===== config.mk =====
export PLATFORM = sky130hd
export DESIGN_NAME = flash_unlock_erase_control
export DESIGN_NICKNAME = d
export VERILOG_FILES = /design/src/design/flash_gate_pkg.sv /design/src/design/flash_unlock_erase_control.sv /design/src/design/erase_timer.sv
export VERILOG_INCLUDE_DIRS = /design/src /design/src/design
export SDC_FILE = /design/constraint.sdc
export NUM_CORES = 1
export LEC_CHECK = 0
export ABC_AREA = 1
export BUFFER_PORTS_ARGS = -buffer_cell sky130_fd_sc_hd__buf_2
export CORE_UTILIZATION = 56
export CTS_CLUSTER_DIAMETER = 100
export CTS_CLUSTER_SIZE = 20
export DETAILED_ROUTE_END_ITERATION = 8
export PLACE_DENSITY = 0.79
export SLEW_MARGIN = 20
export SYNTH_ARGS = -nofsm -noshare
export SYNTH_HDL_FRONTEND = slang
export SYNTH_SLANG_ARGS = --single-unit

===== constraint.sdc =====
create_clock -name sys_clk -period 2 [get_ports sys_clk]
set_input_delay 0.2 -clock sys_clk [delete_from_list [all_inputs] [get_ports sys_clk]]
set_output_delay 0.2 -clock sys_clk [all_outputs]
set_load 0.02 [all_outputs]

===== src/design/flash_gate_params.svh =====
// Constants for the flash lock and command gate.
// Included by the gate and erase timer design files; definitions only.
`ifndef FLASH_GATE_PARAMS_SVH
`define FLASH_GATE_PARAMS_SVH

`define UNLOCK_KEY1      8'h73
`define UNLOCK_KEY2      8'h8c
`define CMD_PAGE_ERASE   8'h95
`define CMD_MASS_ERASE   8'h63
`define PAGE_RESET       8'h00
`define ERASE_CYCLES     16'd64

`endif


===== src/design/flash_gate_pkg.sv =====
// Types for the flash lock and command gate.
// Assumes the params header sits beside it.
package flash_gate_pkg;
	typedef enum logic [2:0] {
		LOCKED   = 3'b000,
		GOT_PAGE = 3'b001,
		GOT_KEY1 = 3'b011,
		GOT_KEY2 = 3'b010,
		UNLOCKED = 3'b110,
		ERASING  = 3'b111
	} gate_state_t;
endpackage : flash_gate_pkg


===== src/design/flash_unlock_erase_control.sv =====
// Flash lock and command gate: ordered unlock, single-page erase, debug-only mass erase.
// Assumes write strobes are one-cycle pulses on sys_clk from the register decoder.
//
// Operation
// - Unlock starts with a page select write, then 73h and 8Ch written to the command register.
// - Unlock completes when a final page select write repeats the earlier page value.
// - Any wrong value or out-of-order write returns the gate to locked.
// - While unlocked, a command write starts a page or mass erase.
// - A page erase targets only the page held in the page select register.
// - Mass erase is accepted only when written through the debug path.
// - One unlock allows one erase; a second erase needs a fresh unlock.
// - The page select register takes writes while unlocked.
// - The command register is write-only and reads back no command or state.
`timescale 1ns/1ps
`include "flash_gate_params.svh"
module flash_unlock_erase_control
	import flash_gate_pkg::*;
#(
	parameter int ERASE_LEN = `ERASE_CYCLES
) (
	// Clock and reset
	input  wire logic       sys_clk,
	input  wire logic       reset_n,
	// Register writes from processor or debugger
	input  wire logic       page_wr,
	input  wire logic       cmd_wr,
	input  wire logic       from_debug,
	input  wire logic [7:0] wdata,
	// Command register read port
	output logic [7:0]      cmd_rdata,
	// Flash array side
	output logic            unlocked,
	output logic [7:0]      open_page,
	output logic            page_erase,
	output logic            mass_erase,
	output logic            erase_busy
);
	gate_state_t state;
	gate_state_t next_state;
	logic [7:0]  page_sel;
	logic [7:0]  next_page_sel;
	logic        next_page_erase;
	logic        next_mass_erase;
	logic        next_unlocked;
	logic        next_busy;
	logic        start_erase;
	logic        tmr_busy;
	logic        tmr_done;

	// Strobe qualified by an exact data code; shared by decode and checks
	function automatic logic code_hit(input logic strobe, input logic [7:0] data,
		input logic [7:0] code);
		return strobe && (data == code);
	endfunction : code_hit

	// Erase duration timer; its done pulse closes the gate again
	erase_timer #(
		.CYCLES (ERASE_LEN)
	) u_timer (
		.sys_clk (sys_clk),
		.reset_n (reset_n),
		.start   (start_erase),
		.busy    (tmr_busy),
		.done    (tmr_done)
	);

	// Unlock sequencer and command decode
	always_comb begin
		next_state      = state;
		next_page_sel   = page_sel;
		next_page_erase = 1'b0;
		next_mass_erase = 1'b0;
		start_erase     = 1'b0;
		unique case (state)
			LOCKED: begin
				if (page_wr) begin
					next_page_sel = wdata;
					next_state    = GOT_PAGE;
				end
			end
			GOT_PAGE: begin
				if (cmd_wr) begin
					next_state = code_hit(cmd_wr, wdata, `UNLOCK_KEY1) ? GOT_KEY1 : LOCKED;
				end else if (page_wr) begin
					next_state = LOCKED;
				end
			end
			GOT_KEY1: begin
				if (cmd_wr) begin
					next_state = code_hit(cmd_wr, wdata, `UNLOCK_KEY2) ? GOT_KEY2 : LOCKED;
				end else if (page_wr) begin
					next_state = LOCKED;
				end
			end
			GOT_KEY2: begin
				if (page_wr) begin
					next_state = (wdata == page_sel) ? UNLOCKED : LOCKED;
				end else if (cmd_wr) begin
					next_state = LOCKED;
				end
			end
			UNLOCKED: begin
				// page writes accepted while open
				// A command in the same cycle wins, so an erase never sees a moving page
				if (page_wr && !cmd_wr) begin
					next_page_sel = wdata;
				end
				// start erase; mass via debug only
				if (cmd_wr) begin
					if (code_hit(cmd_wr, wdata, `CMD_PAGE_ERASE)) begin
						next_page_erase = 1'b1;
						start_erase     = 1'b1;
						next_state      = ERASING;
					end else if (code_hit(cmd_wr, wdata, `CMD_MASS_ERASE) && from_debug) begin
						next_mass_erase = 1'b1;
						start_erase     = 1'b1;
						next_state      = ERASING;
					end else begin
						next_state = LOCKED;
					end
				end
			end
			ERASING: begin
				if (tmr_done) begin
					next_state = LOCKED;
				end
			end
			default: next_state = LOCKED;
		endcase
		next_unlocked = (next_state == UNLOCKED);
		next_busy     = start_erase | (tmr_busy & ~tmr_done);
	end

	always_ff @(posedge sys_clk or negedge reset_n) begin
		if (!reset_n) begin
			state      <= LOCKED;
			page_sel   <= `PAGE_RESET;
			page_erase <= 1'b0;
			mass_erase <= 1'b0;
			unlocked   <= 1'b0;
			erase_busy <= 1'b0;
			open_page  <= `PAGE_RESET;
			cmd_rdata  <= 8'h00;
		end else begin
			state      <= next_state;
			page_sel   <= next_page_sel;
			page_erase <= next_page_erase;
			mass_erase <= next_mass_erase;
			unlocked   <= next_unlocked;
			erase_busy <= next_busy;
			open_page  <= next_page_sel;
			cmd_rdata  <= 8'h00;
		end
	end

	// Checks
	AST_UNLOCK_SEQ: assert property (@(posedge sys_clk) disable iff (!reset_n)
		(state == LOCKED && page_wr) ##1 (cmd_wr && wdata == `UNLOCK_KEY1)
		##1 (cmd_wr && wdata == `UNLOCK_KEY2) ##1 (page_wr && wdata == $past(page_sel, 1))
		|=> unlocked)
		else $error("Unlock sequence did not open gate");
	AST_CONFIRM_MATCH: assert property (@(posedge sys_clk) disable iff (!reset_n)
		(state == GOT_KEY2 && page_wr && wdata != page_sel) |=> state == LOCKED)
		else $error("Mismatched confirm page unlocked gate");
	AST_BAD_KEY: assert property (@(posedge sys_clk) disable iff (!reset_n)
		(state == GOT_PAGE && cmd_wr && wdata != `UNLOCK_KEY1) |=> state == LOCKED)
		else $error("Bad key did not relock");
	AST_PAGE_START: assert property (@(posedge sys_clk) disable iff (!reset_n)
		(state == UNLOCKED && cmd_wr && wdata == `CMD_PAGE_ERASE)
		|=> page_erase && erase_busy)
		else $error("Page erase not started");
	AST_PAGE_ONLY: assert property (@(posedge sys_clk) disable iff (!reset_n)
		page_erase |-> open_page == $past(page_sel))
		else $error("Erase page differs from selection");
	AST_MASS_DEBUG: assert property (@(posedge sys_clk) disable iff (!reset_n)
		mass_erase |-> $past(from_debug) && $past(state) == UNLOCKED)
		else $error("Mass erase without debugger");
	AST_ONE_PAGE: assert property (@(posedge sys_clk) disable iff (!reset_n)
		(state == ERASING && tmr_done) |=> state == LOCKED && !unlocked)
		else $error("Gate stayed open after erase");
	AST_PAGE_WRITE: assert property (@(posedge sys_clk) disable iff (!reset_n)
		(state == UNLOCKED && page_wr && !cmd_wr) |=> page_sel == $past(wdata) && unlocked)
		else $error("Page write refused while unlocked");
	AST_WRITE_ONLY: assert property (@(posedge sys_clk) disable iff (!reset_n)
		cmd_rdata == 8'h00)
		else $error("Command register read back data");
	AST_RESET_LOCK: assert property (@(posedge sys_clk)
		$rose(reset_n) |-> state == LOCKED && !unlocked)
		else $error("Not locked after reset");
	AST_KEY2_BAD: assert property (@(posedge sys_clk) disable iff (!reset_n)
		(state == GOT_KEY1 && cmd_wr && !code_hit(cmd_wr, wdata, `UNLOCK_KEY2))
		|=> state == LOCKED)
		else $error("Bad second key did not relock");
	AST_ORDER_BREAK: assert property (@(posedge sys_clk) disable iff (!reset_n)
		((state == GOT_PAGE || state == GOT_KEY1) && page_wr && !cmd_wr) |=> state == LOCKED)
		else $error("Out of order page write did not relock");
	AST_UNKNOWN_CMD: assert property (@(posedge sys_clk) disable iff (!reset_n)
		(state == UNLOCKED && cmd_wr
		&& wdata != `CMD_PAGE_ERASE && wdata != `CMD_MASS_ERASE)
		|=> state == LOCKED && !unlocked)
		else $error("Unknown command left gate open");
	AST_NO_ERASE_LOCKED: assert property (@(posedge sys_clk) disable iff (!reset_n)
		(state != UNLOCKED) |=> !page_erase && !mass_erase)
		else $error("Erase started while locked");
	AST_BUSY_END: assert property (@(posedge sys_clk) disable iff (!reset_n)
		$fell(erase_busy) |-> state == LOCKED && !unlocked)
		else $error("Gate not locked when erase ended");

	// Scenario coverage
	COV_UNLOCK: cover property (@(posedge sys_clk) disable iff (!reset_n) $rose(unlocked));
	COV_PAGE: cover property (@(posedge sys_clk) disable iff (!reset_n) page_erase);
	COV_MASS: cover property (@(posedge sys_clk) disable iff (!reset_n) mass_erase);
	COV_RELOCK: cover property (@(posedge sys_clk) disable iff (!reset_n)
		state == GOT_KEY1 ##1 state == LOCKED);
endmodule : flash_unlock_erase_control


===== src/design/erase_timer.sv =====
// Erase duration counter for the flash gate.
// Assumes one-cycle start pulses from the sequencer on the same clock.
`timescale 1ns/1ps
`include "flash_gate_params.svh"
module erase_timer #(
	parameter int CYCLES = `ERASE_CYCLES
) (
	// Clock and reset
	input  wire logic sys_clk,
	input  wire logic reset_n,
	// Control
	input  wire logic start,
	output logic      busy,
	output logic      done
);
	logic [15:0] count;
	logic [15:0] next_count;
	logic        next_done;

	// Count down while an erase runs
	always_comb begin
		next_count = count;
		next_done  = 1'b0;
		if (start) begin
			next_count = 16'(CYCLES);
		end else if (count != 16'h0000) begin
			next_count = count - 16'h0001;
			next_done  = (count == 16'h0001);
		end
	end

	always_ff @(posedge sys_clk or negedge reset_n) begin
		if (!reset_n) begin
			count <= 16'h0000;
			done  <= 1'b0;
		end else begin
			count <= next_count;
			done  <= next_done;
		end
	end

	assign busy = (count != 16'h0000);
endmodule : erase_timer


==> impl_metrics.py <==
metrics = {
    "yosys": {
        "yosysSeqAreaShare": 0.3867,
        "netlist_area_mm2": 0.002071,
        "ys_types": 30,
        "yosys_warnings": 0,
        "avgSynthCellArea_um2": 6.857,
        "synth_top_area_cell": "dfrtp_1",
        "syn_inst": 302,
        "synth-seq-cells": 32,
        "synth_area_leaders": "dfrtp_1 39%, nand2_1 14%, inv_1 7.8%",
        "netlist.area_leader.share": 0.3867,
    },
    "timing": {
        "max_freq_mhz": 578.8,
        "grt_setup_unrepaired": "no",
        "hold_violations": 0,
        "fin_worst_skew_ns": 0.004467,
        "setup_tns_ns": 0,
        "maxSlewViolCount": 0,
        "slew-limit-headroom": 0.5347,
        "period_share": 0.8639,
        "worst_pin_slew_ns": 0.6979,
        "fin_crit_ns": 1.728,
        "setup_viol": 0,
    },
    "worst_setup_path": {
        "critPathMaxFanout": 12,
        "path_cells": "inv_1 > ha_1 > nand2_2 > nor2_4 > nand2_4 > nor2_4 > inv_2 > nand3_1 > nand2_1 > nand3_1 > inv_1",
        "crit_path_start_kind": "flip-flop",
        "crit_path_end_kind": "flip-flop",
        "critPathArrivalTime_ns": 1.91,
        "required_ns": 2.18,
        "cpLargestDelayFamily": "simple AND/OR/NAND/NOR gates",
        "worstSetupPathType": "reg2reg",
        "crit_buf_inv": 3,
        "crit_slowest_cell": "dfrtp_1",
        "cp_slowest_stage_delay_ns": 0.39,
    },
    "power": {
        "clkPwrFrac": 0.235,
        "p_per_area_mw_per_mm2": 945.0,
        "seqPwrFrac": 0.438,
        "pwr-share-comb": 0.328,
        "switchingPower_w": 0.0008628,
        "power.internal_w": 0.001307,
        "max-vdd-ir-drop_v": 0.0006037,
        "swShare": 0.3977,
        "leakagePower_nw": 1.293,
    },
    "routing": {
        "met2_length_um": 1720,
        "drc": 0,
        "via_count": 1827,
        "wl_met1_um": 2134,
        "dr.pass1.iters": 4,
        "drt_iter0_markers": 125,
        "top_layer": "met4",
        "wl_um": 4084,
        "vias_per_cell": 4.846,
        "met3_wirelength_um": 175,
        "ant_nets": 0,
        "wl_per_cell_um": 10.83,
    },
    "finish": {
        "design_area_mm2": 0.002296,
        "fillers": 318,
        "final_cell_mix": "77 x nand2_1, 43 x inv_1, 41 x nor2_1, 32 x dfrtp_1, 24 x buf_2",
        "layout_commonest_cell": "nand2_1",
        "regArea_um2": 800.8,
        "multi_input_area_mm2": 0.001023,
        "drive_gt1_frac": 0.1571,
        "nets": 345,
        "num_antenna_cells": 0,
        "area_growth_pct": 10.88,
    },
    "clock_tree": {
        "clk_path_buf_depth": 2,
        "root_buffer": "clkbuf_8",
        "cts_buffers": 5,
        "cts_tree": "built",
        "cts_num_sinks": 32,
        "cts_setup_buffers": 0,
        "cts_resized": 0,
        "insertion_delay_ns": 0.28,
        "h-tree-depth": 2,
        "clk_pin_slew_worst_paths_ns": 0.07,
    },
    "global_routing": {
        "grt_first_pass_wirelength_um": 7314,
        "first_global_vias": 1662,
        "grt_max_degree": 33,
        "grt_usage": 0.2403,
        "antenna_found_initial": 0,
        "overflow": 0,
    },
    "run": {
        "max_cap_violations": 0,
    },
    "worst_hold_path": {
        "hold_path_class": "in2reg",
    },
    "floorplanning": {
        "dieArea_mm2": 0.003945,
        "io_pins": 33,
        "core-area_mm2": 0.003442,
        "rows": 21,
        "start_util": 0.6016,
        "die_h_um": 62.81,
        "chipWidth_um": 62.81,
    },
    "placed_design": {
        "globalplace.congestion": 0.8811,
        "place_area_mm2": 0.002193,
        "dpl.hpwl_um": 3077,
        "io_buffers": 24,
    },
    "run_status": {
        "status": "finished, final reports clean",
    },
}
## routing by layer
layer | track usage | vias to the layer above
met5 | 0 | -
met4 | 0.09593 | 0
met3 | 0.05109 | 5
met2 | 0.3587 | 47
met1 | 0.3380 | 788
li1 | - | 987
## path summary, 6_finish.rpt
| check | slack, ns | startpoint | cells past startpoint | end |
|---|---|---|---|---|
| setup / recovery | 0.27 | u_timer.count[0]$_DFFE_PN0P_ | 11 | u_timer.count[11]$_DFFE_PN0P_ |
| hold / removal | 0.18 | wdata[6] | 3 | page_sel[6]$_DFFE_PN0P_ |
| setup reg to reg | 0.27 | u_timer.count[0]$_DFFE_PN0P_ | 11 | u_timer.count[11]$_DFFE_PN0P_ |
| hold reg to reg | 0.56 | u_timer.count[0]$_DFFE_PN0P_ | 2 | u_timer.count[0]$_DFFE_PN0P_ |
| max in group asynchronous | 1.05 | reset_n | 2 | u_timer.count[10]$_DFFE_PN0P_ |
| min in group asynchronous | 0.50 | reset_n | 2 | page_sel[2]$_DFFE_PN0P_ |
## state kept, by name, summed over array words and instances (netlist names)
signal	flops
u_timer.count	16
mass_erase	1
unlocked	1
state	3
page_erase	1
u_timer.done	1
erase_busy	1
page_sel	8
## power groups by stage
stage / sequential, W / combinational, W / clock [W]
after floorplan: 0.000993 / 0.000489 / 0
after global placement: 0.000952 / 0.000707 / 0
after detailed placement: 0.000957 / 0.000707 / 0
after CTS: 0.000948 / 0.000713 / 0.000526
after global routing: 0.000975 / 0.000822 / 0.000560
final: 0.000950 / 0.000711 / 0.000509
## area by class of cell
cell class / instances / share of cell area
timing repair buffer: 25 / 0.05668
clock inverter: 2 / 0.004360
multi-input combinational: 215 / 0.4458
sequential: 32 / 0.3488
tap: 46 / 0.02507
clock buffer: 6 / 0.03597
inverter: 51 / 0.08338
## kinds of logic (layout without fill, tap and decap cells)
family | count (synthesis) | in the layout | share of synthesized area
AOI/OAI and AO/OA | 28 | 28 | 0.07070
xor gates and xnor gates | 5 | 5 | 0.02115
adders and majority gates | 2 | 2 | 0.01208
buffers and inverters | 62 | 84 | 0.1317
DFF | 32 | 32 | 0.3867
other | 1 | 8 | 0.001811
and+or+nand+nor | 172 | 172 | 0.3758
## stage by stage
stage | cells | util | power (W) | hold WS, ns | setup WS [ns]
2_1_floorplan | 309 | - | 0.001482 | -0.09559 | 0.3821
3_3_place_gp | 368 | 0.6372 | 0.001659 | 0.2864 | 0.3281
3_5_place_dp | 368 | 0.6372 | 0.001664 | 0.2883 | 0.2812
4_1_cts | 377 | 0.6670 | 0.002187 | 0.1788 | 0.2809
5_1_grt | 377 | 0.6670 | 0.002356 | 0.1957 | 0.06440
6_report | 377 | 0.6670 | 0.002170 | 0.1812 | 0.2721
## worst register-to-register path, delay by kind of cell (launching register included)
| kind | cells | cell delay, ns |
|---|---|---|
| flip-flops | 1 | 0.39 |
| AND/OR/NAND/NOR | 7 | 0.71 |
| buffers and inverters | 3 | 0.29 |
| adder cells (fa/ha/maj) | 1 | 0.25 |
## synthesized netlist by cell type (all sizes together)
cell and n:
nand2 80, inv 51, nor2 45, dfrtp 32, nand3 24, o21ai 15
a21oi 12, buf 11, nor3 10, nand4 4, nor4 4, xor2 4
ha 2, nand3b 2, and3 1, conb 1, nor3b 1, o31ai 1
or2 1, xnor2 1
## repair_timing
action,in CTS,in global routing
hold endpoints to repair,32,0
hold buffers,1,0
setup endpoints to repair,0,0
(Power assumes the default switching activity.)
